## src/logic/owg_consts.vh

```
// Register map and field widths of the window geometry register block.
`ifndef OWG_CONSTS_VH
`define OWG_CONSTS_VH
`define OWG_ADDR_W        4
`define OWG_V1_YSTART     4'h0
`define OWG_V1_WIDTH      4'h1
`define OWG_V1_HEIGHT     4'h2
`define OWG_B0_XSTART     4'h3
`define OWG_B0_YSTART     4'h4
`define OWG_B0_WIDTH      4'h5
`define OWG_B0_HEIGHT     4'h6
`define OWG_B1_XSTART     4'h7
`define OWG_B1_YSTART     4'h8
`define OWG_B1_WIDTH      4'h9
`define OWG_B1_HEIGHT     4'ha
`define OWG_CUR_XSTART    4'hb
`define OWG_CUR_YSTART    4'hc
`define OWG_CUR_WIDTH     4'hd
`define OWG_CUR_HEIGHT    4'he
`define OWG_BASE_X        4'hf
`define OWG_XPOS_W        10
`define OWG_YPOS_W        9
`define OWG_XLEN_W        12
`define OWG_YLEN_W        11
`define OWG_CNT_W         13
`define OWG_RESET_VAL     32'h0000_0000
`endif

```

## src/logic/owg_window_geometry.v

```verilog
// Window geometry registers with vertical-sync shadowing and hit tests.
`include "owg_consts.vh"
`default_nettype none
module owg_window_geometry
(
    // Clock and reset.
    input  wire                       core_clk,
    input  wire                       resetn,
    // Register port.
    input  wire [`OWG_ADDR_W-1:0]     reg_addr,
    input  wire [31:0]                reg_wdata,
    input  wire                       reg_write,
    input  wire                       reg_read,
    output reg  [31:0]                reg_rdata,
    // Display timing.
    input  wire                       vertical_sync_event,
    input  wire [`OWG_YPOS_W-1:0]     vertical_base_reference,
    input  wire [`OWG_CNT_W-1:0]      pixel_column,
    input  wire [`OWG_CNT_W-1:0]      pixel_line,
    // Active geometry.
    output reg  [`OWG_YPOS_W-1:0]     video1_line_offset,
    output reg  [`OWG_XLEN_W-1:0]     video1_pixel_width,
    output reg  [`OWG_YLEN_W-1:0]     video1_line_height,
    output reg  [`OWG_XPOS_W-1:0]     bitmap0_pixel_offset,
    output reg  [`OWG_YPOS_W-1:0]     bitmap0_line_offset,
    output reg  [`OWG_XLEN_W-1:0]     bitmap0_pixel_width,
    output reg  [`OWG_YLEN_W-1:0]     bitmap0_line_height,
    output reg  [`OWG_XPOS_W-1:0]     bitmap1_pixel_offset,
    output reg  [`OWG_YPOS_W-1:0]     bitmap1_line_offset,
    output reg  [`OWG_XLEN_W-1:0]     bitmap1_pixel_width,
    output reg  [`OWG_YLEN_W-1:0]     bitmap1_line_height,
    output reg  [`OWG_XPOS_W-1:0]     cursor_pixel_offset,
    output reg  [`OWG_YPOS_W-1:0]     cursor_line_offset,
    output reg  [`OWG_XLEN_W-1:0]     cursor_pixel_width,
    output reg  [`OWG_YLEN_W-1:0]     cursor_line_height,
    output reg  [`OWG_XPOS_W-1:0]     horizontal_base_reference,
    // Window hit flags for the current pixel.
    output wire                       video1_line_hit,
    output wire                       bitmap0_hit,
    output wire                       bitmap1_hit,
    output wire                       cursor_hit
);

    // Pending copies written by software.
    reg [`OWG_YPOS_W-1:0] v1_ys;
    reg [`OWG_XLEN_W-1:0] v1_w;
    reg [`OWG_YLEN_W-1:0] v1_h;
    reg [`OWG_XPOS_W-1:0] b0_xs;
    reg [`OWG_YPOS_W-1:0] b0_ys;
    reg [`OWG_XLEN_W-1:0] b0_w;
    reg [`OWG_YLEN_W-1:0] b0_h;
    reg [`OWG_XPOS_W-1:0] b1_xs;
    reg [`OWG_YPOS_W-1:0] b1_ys;
    reg [`OWG_XLEN_W-1:0] b1_w;
    reg [`OWG_YLEN_W-1:0] b1_h;
    reg [`OWG_XPOS_W-1:0] cu_xs;
    reg [`OWG_YPOS_W-1:0] cu_ys;
    reg [`OWG_XLEN_W-1:0] cu_w;
    reg [`OWG_YLEN_W-1:0] cu_h;
    reg [`OWG_XPOS_W-1:0] base_x;
    reg [31:0]            next_rdata;
    wire [`OWG_YPOS_W-1:0] eff_base_y;

    // Next values of the pending copies.
    reg [`OWG_YPOS_W-1:0] next_v1_ys;
    reg [`OWG_XLEN_W-1:0] next_v1_w;
    reg [`OWG_YLEN_W-1:0] next_v1_h;
    reg [`OWG_XPOS_W-1:0] next_b0_xs;
    reg [`OWG_YPOS_W-1:0] next_b0_ys;
    reg [`OWG_XLEN_W-1:0] next_b0_w;
    reg [`OWG_YLEN_W-1:0] next_b0_h;
    reg [`OWG_XPOS_W-1:0] next_b1_xs;
    reg [`OWG_YPOS_W-1:0] next_b1_ys;
    reg [`OWG_XLEN_W-1:0] next_b1_w;
    reg [`OWG_YLEN_W-1:0] next_b1_h;
    reg [`OWG_XPOS_W-1:0] next_cu_xs;
    reg [`OWG_YPOS_W-1:0] next_cu_ys;
    reg [`OWG_XLEN_W-1:0] next_cu_w;
    reg [`OWG_YLEN_W-1:0] next_cu_h;
    reg [`OWG_XPOS_W-1:0] next_base_x;

    // Next values of the active copies.
    reg [`OWG_YPOS_W-1:0] next_video1_line_offset;
    reg [`OWG_XLEN_W-1:0] next_video1_pixel_width;
    reg [`OWG_YLEN_W-1:0] next_video1_line_height;
    reg [`OWG_XPOS_W-1:0] next_bitmap0_pixel_offset;
    reg [`OWG_YPOS_W-1:0] next_bitmap0_line_offset;
    reg [`OWG_XLEN_W-1:0] next_bitmap0_pixel_width;
    reg [`OWG_YLEN_W-1:0] next_bitmap0_line_height;
    reg [`OWG_XPOS_W-1:0] next_bitmap1_pixel_offset;
    reg [`OWG_YPOS_W-1:0] next_bitmap1_line_offset;
    reg [`OWG_XLEN_W-1:0] next_bitmap1_pixel_width;
    reg [`OWG_YLEN_W-1:0] next_bitmap1_line_height;
    reg [`OWG_XPOS_W-1:0] next_cursor_pixel_offset;
    reg [`OWG_YPOS_W-1:0] next_cursor_line_offset;
    reg [`OWG_XLEN_W-1:0] next_cursor_pixel_width;
    reg [`OWG_YLEN_W-1:0] next_cursor_line_height;
    reg [`OWG_XPOS_W-1:0] next_horizontal_base_reference;

    // The vertical reference never falls below line one.
    assign eff_base_y = (vertical_base_reference == 9'h000) ?
                        9'h001 : vertical_base_reference;

    // Inside test on one axis: base + offset <= pos < base + offset + len.
    function in_span;
        input [`OWG_CNT_W-1:0] pos;
        input [`OWG_CNT_W-1:0] base;
        input [`OWG_CNT_W-1:0] offs;
        input [`OWG_CNT_W-1:0] len;
        reg   [`OWG_CNT_W+1:0] lo;
        reg   [`OWG_CNT_W+1:0] hi;
        begin
            lo = {2'b00, base} + {2'b00, offs};
            hi = lo + {2'b00, len};
            in_span = ({2'b00, pos} >= lo) && ({2'b00, pos} < hi);
        end
    endfunction

    // Heights are taken as lines per field in frame mode, since the line
    // counter supplied is the field line count.
    assign video1_line_hit = in_span(pixel_line, {4'h0, eff_base_y},
        {4'h0, video1_line_offset}, {2'b00, video1_line_height});
    assign bitmap0_hit =
        in_span(pixel_column, {3'h0, horizontal_base_reference},
                {3'h0, bitmap0_pixel_offset},
                {1'b0, bitmap0_pixel_width}) &&
        in_span(pixel_line, {4'h0, eff_base_y},
                {4'h0, bitmap0_line_offset},
                {2'b00, bitmap0_line_height});
    assign bitmap1_hit =
        in_span(pixel_column, {3'h0, horizontal_base_reference},
                {3'h0, bitmap1_pixel_offset},
                {1'b0, bitmap1_pixel_width}) &&
        in_span(pixel_line, {4'h0, eff_base_y},
                {4'h0, bitmap1_line_offset},
                {2'b00, bitmap1_line_height});
    assign cursor_hit =
        in_span(pixel_column, {3'h0, horizontal_base_reference},
                {3'h0, cursor_pixel_offset},
                {1'b0, cursor_pixel_width}) &&
        in_span(pixel_line, {4'h0, eff_base_y},
                {4'h0, cursor_line_offset},
                {2'b00, cursor_line_height});

    // Only the addressed field takes the write; the upper bits of the
    // write data have no place to go, so reserved bits stay zero.
    always @*
    begin
        next_v1_ys  = v1_ys;
        next_v1_w   = v1_w;
        next_v1_h   = v1_h;
        next_b0_xs  = b0_xs;
        next_b0_ys  = b0_ys;
        next_b0_w   = b0_w;
        next_b0_h   = b0_h;
        next_b1_xs  = b1_xs;
        next_b1_ys  = b1_ys;
        next_b1_w   = b1_w;
        next_b1_h   = b1_h;
        next_cu_xs  = cu_xs;
        next_cu_ys  = cu_ys;
        next_cu_w   = cu_w;
        next_cu_h   = cu_h;
        next_base_x = base_x;

        if (reg_write)
        begin
            case (reg_addr)
                `OWG_V1_YSTART:  next_v1_ys  = reg_wdata[8:0];
                `OWG_V1_WIDTH:   next_v1_w   = reg_wdata[11:0];
                `OWG_V1_HEIGHT:  next_v1_h   = reg_wdata[10:0];
                `OWG_B0_XSTART:  next_b0_xs  = reg_wdata[9:0];
                `OWG_B0_YSTART:  next_b0_ys  = reg_wdata[8:0];
                `OWG_B0_WIDTH:   next_b0_w   = reg_wdata[11:0];
                `OWG_B0_HEIGHT:  next_b0_h   = reg_wdata[10:0];
                `OWG_B1_XSTART:  next_b1_xs  = reg_wdata[9:0];
                `OWG_B1_YSTART:  next_b1_ys  = reg_wdata[8:0];
                `OWG_B1_WIDTH:   next_b1_w   = reg_wdata[11:0];
                `OWG_B1_HEIGHT:  next_b1_h   = reg_wdata[10:0];
                `OWG_CUR_XSTART: next_cu_xs  = reg_wdata[9:0];
                `OWG_CUR_YSTART: next_cu_ys  = reg_wdata[8:0];
                `OWG_CUR_WIDTH:  next_cu_w   = reg_wdata[11:0];
                `OWG_CUR_HEIGHT: next_cu_h   = reg_wdata[10:0];
                `OWG_BASE_X:     next_base_x = reg_wdata[9:0];
                default:         next_base_x = base_x;
            endcase
        end
    end

    // Software writes land in the pending copies; upper bits are dropped.
    always @(posedge core_clk or negedge resetn)
    begin
        if (!resetn)
        begin
            v1_ys  <= 9'h000;
            v1_w   <= 12'h000;
            v1_h   <= 11'h000;
            b0_xs  <= 10'h000;
            b0_ys  <= 9'h000;
            b0_w   <= 12'h000;
            b0_h   <= 11'h000;
            b1_xs  <= 10'h000;
            b1_ys  <= 9'h000;
            b1_w   <= 12'h000;
            b1_h   <= 11'h000;
            cu_xs  <= 10'h000;
            cu_ys  <= 9'h000;
            cu_w   <= 12'h000;
            cu_h   <= 11'h000;
            base_x <= 10'h000;
        end
        else
        begin
            v1_ys  <= next_v1_ys;
            v1_w   <= next_v1_w;
            v1_h   <= next_v1_h;
            b0_xs  <= next_b0_xs;
            b0_ys  <= next_b0_ys;
            b0_w   <= next_b0_w;
            b0_h   <= next_b0_h;
            b1_xs  <= next_b1_xs;
            b1_ys  <= next_b1_ys;
            b1_w   <= next_b1_w;
            b1_h   <= next_b1_h;
            cu_xs  <= next_cu_xs;
            cu_ys  <= next_cu_ys;
            cu_w   <= next_cu_w;
            cu_h   <= next_cu_h;
            base_x <= next_base_x;
        end
    end

    // A write in the same cycle as vertical sync reaches the display only
    // at the following sync, since the pending value before that edge is
    // the one taken here.
    always @*
    begin
        next_video1_line_offset        = video1_line_offset;
        next_video1_pixel_width        = video1_pixel_width;
        next_video1_line_height        = video1_line_height;
        next_bitmap0_pixel_offset      = bitmap0_pixel_offset;
        next_bitmap0_line_offset       = bitmap0_line_offset;
        next_bitmap0_pixel_width       = bitmap0_pixel_width;
        next_bitmap0_line_height       = bitmap0_line_height;
        next_bitmap1_pixel_offset      = bitmap1_pixel_offset;
        next_bitmap1_line_offset       = bitmap1_line_offset;
        next_bitmap1_pixel_width       = bitmap1_pixel_width;
        next_bitmap1_line_height       = bitmap1_line_height;
        next_cursor_pixel_offset       = cursor_pixel_offset;
        next_cursor_line_offset        = cursor_line_offset;
        next_cursor_pixel_width        = cursor_pixel_width;
        next_cursor_line_height        = cursor_line_height;
        next_horizontal_base_reference = horizontal_base_reference;

        if (vertical_sync_event)
        begin
            next_video1_line_offset        = v1_ys;
            next_video1_pixel_width        = v1_w;
            next_video1_line_height        = v1_h;
            next_bitmap0_pixel_offset      = b0_xs;
            next_bitmap0_line_offset       = b0_ys;
            next_bitmap0_pixel_width       = b0_w;
            next_bitmap0_line_height       = b0_h;
            next_bitmap1_pixel_offset      = b1_xs;
            next_bitmap1_line_offset       = b1_ys;
            next_bitmap1_pixel_width       = b1_w;
            next_bitmap1_line_height       = b1_h;
            next_cursor_pixel_offset       = cu_xs;
            next_cursor_line_offset        = cu_ys;
            next_cursor_pixel_width        = cu_w;
            next_cursor_line_height        = cu_h;
            next_horizontal_base_reference = base_x;
        end
    end

    // Active copies change only at vertical sync, so a frame never tears.
    always @(posedge core_clk or negedge resetn)
    begin
        if (!resetn)
        begin
            video1_line_offset        <= 9'h000;
            video1_pixel_width        <= 12'h000;
            video1_line_height        <= 11'h000;
            bitmap0_pixel_offset      <= 10'h000;
            bitmap0_line_offset       <= 9'h000;
            bitmap0_pixel_width       <= 12'h000;
            bitmap0_line_height       <= 11'h000;
            bitmap1_pixel_offset      <= 10'h000;
            bitmap1_line_offset       <= 9'h000;
            bitmap1_pixel_width       <= 12'h000;
            bitmap1_line_height       <= 11'h000;
            cursor_pixel_offset       <= 10'h000;
            cursor_line_offset        <= 9'h000;
            cursor_pixel_width        <= 12'h000;
            cursor_line_height        <= 11'h000;
            horizontal_base_reference <= 10'h000;
        end
        else
        begin
            video1_line_offset        <= next_video1_line_offset;
            video1_pixel_width        <= next_video1_pixel_width;
            video1_line_height        <= next_video1_line_height;
            bitmap0_pixel_offset      <= next_bitmap0_pixel_offset;
            bitmap0_line_offset       <= next_bitmap0_line_offset;
            bitmap0_pixel_width       <= next_bitmap0_pixel_width;
            bitmap0_line_height       <= next_bitmap0_line_height;
            bitmap1_pixel_offset      <= next_bitmap1_pixel_offset;
            bitmap1_line_offset       <= next_bitmap1_line_offset;
            bitmap1_pixel_width       <= next_bitmap1_pixel_width;
            bitmap1_line_height       <= next_bitmap1_line_height;
            cursor_pixel_offset       <= next_cursor_pixel_offset;
            cursor_line_offset        <= next_cursor_line_offset;
            cursor_pixel_width        <= next_cursor_pixel_width;
            cursor_line_height        <= next_cursor_line_height;
            horizontal_base_reference <= next_horizontal_base_reference;
        end
    end

    // Reads return the pending copy, zero-extended.
    always @*
    begin
        next_rdata = `OWG_RESET_VAL;
        case (reg_addr)
            `OWG_V1_YSTART:  next_rdata = {23'h0, v1_ys};
            `OWG_V1_WIDTH:   next_rdata = {20'h0, v1_w};
            `OWG_V1_HEIGHT:  next_rdata = {21'h0, v1_h};
            `OWG_B0_XSTART:  next_rdata = {22'h0, b0_xs};
            `OWG_B0_YSTART:  next_rdata = {23'h0, b0_ys};
            `OWG_B0_WIDTH:   next_rdata = {20'h0, b0_w};
            `OWG_B0_HEIGHT:  next_rdata = {21'h0, b0_h};
            `OWG_B1_XSTART:  next_rdata = {22'h0, b1_xs};
            `OWG_B1_YSTART:  next_rdata = {23'h0, b1_ys};
            `OWG_B1_WIDTH:   next_rdata = {20'h0, b1_w};
            `OWG_B1_HEIGHT:  next_rdata = {21'h0, b1_h};
            `OWG_CUR_XSTART: next_rdata = {22'h0, cu_xs};
            `OWG_CUR_YSTART: next_rdata = {23'h0, cu_ys};
            `OWG_CUR_WIDTH:  next_rdata = {20'h0, cu_w};
            `OWG_CUR_HEIGHT: next_rdata = {21'h0, cu_h};
            `OWG_BASE_X:     next_rdata = {22'h0, base_x};
            default:         next_rdata = `OWG_RESET_VAL;
        endcase
    end

    // Read data stand for one cycle after the strobe and are zero otherwise.
    always @(posedge core_clk or negedge resetn)
    begin
        if (!resetn)
            reg_rdata <= `OWG_RESET_VAL;
        else if (reg_read)
            reg_rdata <= next_rdata;
        else
            reg_rdata <= `OWG_RESET_VAL;
    end

endmodule
`default_nettype wire

```

## config.mk

```make
export PLATFORM = sky130hd
export DESIGN_NAME = owg_window_geometry
export DESIGN_NICKNAME = d
export VERILOG_FILES = /design/src/logic/owg_window_geometry.v
export VERILOG_INCLUDE_DIRS = /design/src /design/src/logic
export SDC_FILE = /design/constraint.sdc
export NUM_CORES = 1
export LEC_CHECK = 0
export BUFFER_PORTS_ARGS = -buffer_cell sky130_fd_sc_hd__buf_2
export CORE_MARGIN = 5
export CORE_UTILIZATION = 57
export CTS_BUF_LIST = sky130_fd_sc_hd__clkbuf_8
export DETAILED_ROUTE_END_ITERATION = 8
export HOLD_SLACK_MARGIN = 0.08
export PLACE_DENSITY = 0.78
export SLEW_MARGIN = 20
export SYNTH_ARGS = -nofsm -noshare
export SYNTH_HDL_FRONTEND = slang
export SYNTH_SLANG_ARGS = --single-unit
```

## constraint.sdc

```tcl
create_clock -name core_clk -period 12.36 [get_ports core_clk]
set_input_delay 0.618 -clock core_clk [delete_from_list [all_inputs] [get_ports core_clk]]
set_output_delay 0.618 -clock core_clk [all_outputs]
set_load 0.01 [all_outputs]
```

# --- Word-level counts from Yosys, hierarchy flattened ---
# Index checks and enable logic that the tools add are counted.
word_totals:
  latchBits: 0
  mem_bits_rw: 0
  in_bits: 76
  mem_bits_ro: 0
  mem_count: 0
  output_inout_bits: 204
  register_bits: 368
op_classes:
  div_mod_pow: 0
  n_mux: 3
  n_eq_ne: 15
  addsub: 14
  n_lt_le_gt_ge: 14
  n_bitwise: 0
  n_shift: 0
  reduce_logical: 28
  multipliers: 0
ops:
  columns: ["op", "count"]
  rows:
  - ["case mux 32 bit (16 select lines)", 1]
  - ["greater-or-equal comparator 13 x 10 -> 1 bit", 4]
  - ["less-than comparator 13 x 12 -> 1 bit", 4]
  - ["adder 10 x 11 -> 12 bit", 4]
  - ["adder 9 x 9 -> 10 bit", 4]
  - ["adder 11 x 12 -> 13 bit", 3]
  - ["greater-or-equal comparator 13 x 11 -> 1 bit", 3]
  - ["less-than comparator 13 bit", 3]
  - ["adder 10 x 10 -> 11 bit", 3]
  - ["== test 4 bit, second input constant", 8]
  - ["2-to-1 mux 32 bit", 1]
  - ["AND reduction 2 bit", 16]
  - ["== test 4 x 3 -> 1 bit, second input constant", 4]
  - ["logical AND 1 bit", 10]
  - ["logical NOT 9 bit", 1]
  - ["2-to-1 mux 9 bit", 1]
  - ["== test 4 x 2 -> 1 bit, second input constant", 2]
  - ["== test 4 x 1 -> 1 bit, second input constant", 1]
  - ["logical NOT 4 bit", 1]

# --- Logic depth before layout (Yosys ltp) ---
logic_depth:
  depth_word: 7
  ltp_mapped: 25
  mapped_depth_nobuf: 23

# --- Worst setup path after synthesis ---
# No wires, ideal clock.
synth_timing:
  kind: "input -> output"
  from: "input port vertical_base_reference[5]"
  to: "output port bitmap0_hit"
  path_buffers: 2
  arrival_time_ns: 5.273
  stages: 23
  setup_slack_ns: 6.469
  required_ns: 11.742
  cell_sequence: "clkbuf_1 clkbuf_1 nor4_1 a21o_1 ha_1 ha_1 a221oi_2 o22ai_1 maj3_2 maj3_2 xor2_1 ha_1 or3_1 a311oi_1 o31ai_1 a21oi_1 xor2_1 ha_1 a21o_1 a22oi_1 nand4_1 a211oi_1 and3_1"
synth_between:
  elab_chain_len: 7
synth_lines:
  columns: ["element", "line", "rtl"]
  rows:
  - ["from (decl)", "owg_window_geometry.v:17", "input wire [`OWG_YPOS_W-1:0] vertical_base_reference,"]
  - ["logical NOT 9 bit", "owg_window_geometry.v:101", "assign eff_base_y = (vertical_base_reference == 9'h000) ?"]
  - ["2-to-1 mux 9 bit *", "owg_window_geometry.v:101", null]
  - ["adder 9 x 9 -> 10 bit *", "owg_window_geometry.v:113", "lo = {2'b00, base} + {2'b00, offs};"]
  - ["adder 10 x 11 -> 12 bit", "owg_window_geometry.v:114", "hi = lo + {2'b00, len};"]
  - ["less-than comparator 13 x 12 -> 1 bit", "owg_window_geometry.v:115", "in_span = ({2'b00, pos} >= lo) && ({2'b00, pos} < hi);"]
  - ["logical AND 1 bit *", "owg_window_geometry.v:115", null]
  - ["logical AND 1 bit *", "owg_window_geometry.v:126", "{1'b0, bitmap0_pixel_width}) &&"]
  - ["to (decl)", "owg_window_geometry.v:39", "output wire bitmap0_hit,"]
# Every way passes the cells marked *; elsewhere a longest branch is shown, timed or not.

# --- Worst setup path after layout ---
layout_timing:
  from: "input port vertical_base_reference[5]"
  to: "output port bitmap1_hit"
layout_between:
  elab_chain_len: 7
layout_lines:
  columns: ["element", "line", "rtl"]
  rows:
  - ["logical NOT 9 bit", "owg_window_geometry.v:101", null]
  - ["2-to-1 mux 9 bit *", "owg_window_geometry.v:101", null]
  - ["adder 9 x 9 -> 10 bit *", "owg_window_geometry.v:113", null]
  - ["adder 10 x 11 -> 12 bit", "owg_window_geometry.v:114", null]
  - ["less-than comparator 13 x 12 -> 1 bit", "owg_window_geometry.v:115", null]
  - ["logical AND 1 bit *", "owg_window_geometry.v:115", null]
  - ["logical AND 1 bit *", "owg_window_geometry.v:133", "{1'b0, bitmap1_pixel_width}) &&"]
  - ["to (decl)", "owg_window_geometry.v:40", "output wire bitmap1_hit,"]
# Marked as above.

==> metrics.yaml <==
worst_setup_path:
  critPathSlowestCell: "nor4_1"
  timing.rr.start: "cu_h[6]"
  crit_path_cell_trace: "buf_2, nor4_1, a21o_1, ha_1, ha_1, a221oi_1, o22ai_1, a21oi_1, o21ai_1, nand2_1, xnor2_1, ha_1, or3_1, a311oi_1, o31ai_1, a21oi_1, xor2_1, ha_1, nand4b_1, nor2_1, o21ai_0, o22ai_1, nor4_1, buf_2"
  crit_type: "input pin to output port"
  r2r_cells: 4
  reg2reg_to: "reg_rdata[6]"
  crit_top_cell: "ha_1"
  endpoint_kind: "output port"
  cp_max_fo: 18
  rrSetupSlack_ns: 10.29
  critPathTopFamily: "compound AO/OA/AOI/OAI gates"
  cp.buffers_inverters: 2
  cp_data_required_time_ns: 11.74
  arrival_ns: 6.48
  startpoint_type: "input pin"
  max_stage_delay_ns: 0.58
pwr:
  ir_worst_vdd_uv: 140
  finalPower_mw: 6.76
  p_leak_nw: 12.7
  power_frac_comb: 0.581
  clkPwrFrac: 0.151
  sw_frac_of_total: 0.450
  pwr-share-seq: 0.267
  power_density_nw_per_um2: 258
  p_switching_mw: 3.05
  p_int_mw: 3.72
logic_synthesis:
  synth_top_area_frac: 0.372
  synth_edf_count: 0
  ys_ff_latch: 348
  yosysSeqAreaShare: 0.372
  synth_largest_area_cell: "dfrtp_1"
  ys_top_cells_by_area: "dfrtp_1, mux2_2, ha_1, xor2_1, xnor2_1"
  synth_area_per_cell_um2: 10.8
  yosys_warnings: 0
  synth-async-reset-ratio: 1.00
  postSynthCellCount: 2162
  syn_area_um2: 23400
  synth_ff_type: "dfrtp_1"
  synthDistinctLibCells: 80
routing:
  ant_nets: 0
  drtIter0Drc: 1869
  via_count: 18800
  viasPerCell: 6.34
  drc: 0
  drt-wirelength-per-cell_um: 26.3
  first_pass_iters: 7
  drt-total-wl_mm: 78.0
global_route:
  grt_pass1_vias: 18600
  antenna_found_initial: 1
  grt.total_usage: 0.338
  grt_overflow: 0
  grt_max_degree: 155
  grt_pass1_wl_mm: 116
min_path:
  hold_start: "reg_wdata[11]"
  hold_path_class: "input pin to flop"
  hold_path_depth: 2
  holdPathEnd: "cu_w[11]"
final_layout:
  final_cells: 2969
  fill_cells: 3316
  drive_gt1_frac: 0.294
  area_delta_synth_final_pct: 11.8
  nNetsFinal: 2768
flow_run:
  cap_violations: 0
clock_tree:
  cts_made_buffers: 57
  clk_latency_ns: 0.67
  post_cts_resized: 0
  cts.path.max_buffers: 3
  cts.sinks: 348
  cts_tree: "built"
  cts.clk_slew.worst_paths_ns: 0.06
  clockRootBuffer: "clkbuf_8"
  cts-htree-levels: 2
timing:
  fmaxAchievable_ghz: 0.141
  fin_crit_ns: 7.10
  finalMaxSlewViolations: 0
  worstMarginPinSlew_ns: 1.12
  rsz0062_at_grt: "false"
  finalCritPeriodShare: 0.575
  skew_ns: 0.0265
  fin_setup_tns_ns: 0
  final_hold_viol_count: 0
  slew_headroom: 0.248
  finalSetupViolCount: 0
floorplan:
  start_util: 0.575
  die_area_um2: 45300
  rows: 74
  coreArea_um2: 40700
  dieWidth_um: 213
  die_h_um: 213
  pin_count: 280
status:
  status: "finished, final reports clean"
place:
  place.detailed.hpwl_mm: 60.6
  dp.cells: 2868
  finalWeightedCongestion: 0.992
  port_buffers: 239
[sequential cells by signal (all words and copies together), names as in the netlist, 11 cells and up]
register             cells
b0_w                    12
b1_w                    12
bitmap0_pixel_width     12
bitmap1_pixel_width     12
cu_w                    12
cursor_pixel_width      12
reg_rdata               12
v1_w                    12
video1_pixel_width      12
b0_h                    11
b1_h                    11
bitmap0_line_height     11
bitmap1_line_height     11
cu_h                    11
cursor_line_height      11
v1_h                    11
video1_line_height      11
[cells in the final DEF, fill, tap and decap left out, types with 14 or more instances in the layout]
cell,n
nor3_1,24
nor2_1,104
a31oi_1,14
and3_1,16
nand2b_1,25
conb_1,20
clkbuf_8,72
ha_1,286
xnor2_1,69
a21o_1,53
nand2_1,82
mux2_2,333
o21a_1,18
dfrtp_1,348
or3_1,15
a21oi_1,107
a22oi_1,20
o21ai_0,87
o22ai_1,17
xor2_1,70
inv_1,109
a211oi_1,17
nand3_1,19
nor2b_1,22
buf_2,237
[metrics by stage]
step                 util  instance area [um^2]  hold WS [ns]  worst slack (ns)
floorplan               -                 23500         0.322              6.47
global placement    0.614                 25000         0.485              5.43
detailed placement  0.614                 25000         0.491              5.41
CTS                 0.643                 26200         0.245              5.38
global route        0.643                 26200         0.277              5.11
finish              0.643                 26200         0.284              5.26
[synthesized netlist by cell type, drive strengths merged, types with 6 or more instances]
master   count
o21ai       94
a211oi      17
a221oi      14
a311oi      10
nor3        25
a21boi      11
a22oi       20
nand4       12
mux2i       10
o22ai       18
o211ai       7
nor2b       22
a21oi      108
nand2b      25
inv         98
fa          10
and3        16
a2111oi     11
buf         38
o31ai        6
or2         14
o21a        18
mux2       333
xnor2       69
xor2        70
or3         15
nor2       110
a21o        53
or4          6
o21bai       7
a32oi        6
dfrtp      348
nor4        12
nand3       19
ha         286
a31oi       14
maj3         8
clkbuf      59
nand2       82
[power groups by stage]
stage	combinational, mW	clock [mW]	sequential, mW
global placement	3.66	0	1.81
global route	4.35	1.09	1.83
CTS	3.86	1.04	1.80
finish	3.93	1.02	1.81
detailed placement	3.83	0	1.82
floorplan	2.71	0	1.70
[layer usage]
metal,vias up,routed length [um],global-route usage
li1,8368,-,-
met1,9466,33700,0.482
met2,826,35700,0.527
met3,165,5860,0.0607
met4,0,2700,0.113
met5,-,0,0
[what timing repair did]
item / CTS / global route
buffers inserted: 0 / 0
hold endpoints to repair: 112 / 0
hold buffers: 1 / 0
[worst max-delay path by stage]
stage          slack, ns                        from  cells past startpoint     endpoint
3_3_place_gp        5.43  vertical_base_reference[5]                     23  bitmap1_hit
5_1_grt             5.11  vertical_base_reference[5]                     23  bitmap1_hit
4_1_cts             5.38  vertical_base_reference[5]                     24  bitmap1_hit
6_report            5.26  vertical_base_reference[5]                     24  bitmap1_hit
3_5_place_dp        5.41  vertical_base_reference[5]                     24  bitmap1_hit
2_1_floorplan       6.47  vertical_base_reference[5]                     23  bitmap0_hit
[worst reg2reg max path, delay by kind of cell, from the launching register on]
| family | cells | cell delay (ns) |
|---|---|---|
| DFF | 1 | 0.46 |
| AOI/OAI and AO/OA | 3 | 1.19 |
| and+or+nand+nor | 1 | 0.24 |
[cell families (layout without fill, tap and decap cells)]
logic type                 count (synthesis)  count (layout)  share of synthesized area
xor gates and xnor gates                 139             139                     0.0520
AOI/OAI and AO/OA                        459             459                      0.131
buffers and inverters                    196             451                     0.0358
DFF                                      348             348                      0.372
muxes                                    344             344                      0.165
other                                      1              21                   0.000160
and+or+nand+nor                          371             371                     0.0786
adders and majority gates                304             304                      0.165
[area by class of cell]
| cell class | count | area (um^2) | share of cell area |
|---|---|---|---|
| antenna | 1 | 2.50 | 0.0000955 |
| sequential | 348 | 8710 | 0.332 |
| clock buffer | 72 | 991 | 0.0378 |
| timing repair buffer | 253 | 1340 | 0.0510 |
| multi-input combinational | 1637 | 14000 | 0.533 |
| tap | 532 | 666 | 0.0254 |
| inverter | 99 | 372 | 0.0142 |
| clock inverter | 27 | 163 | 0.00621 |
(Power assumes the default switching activity.)
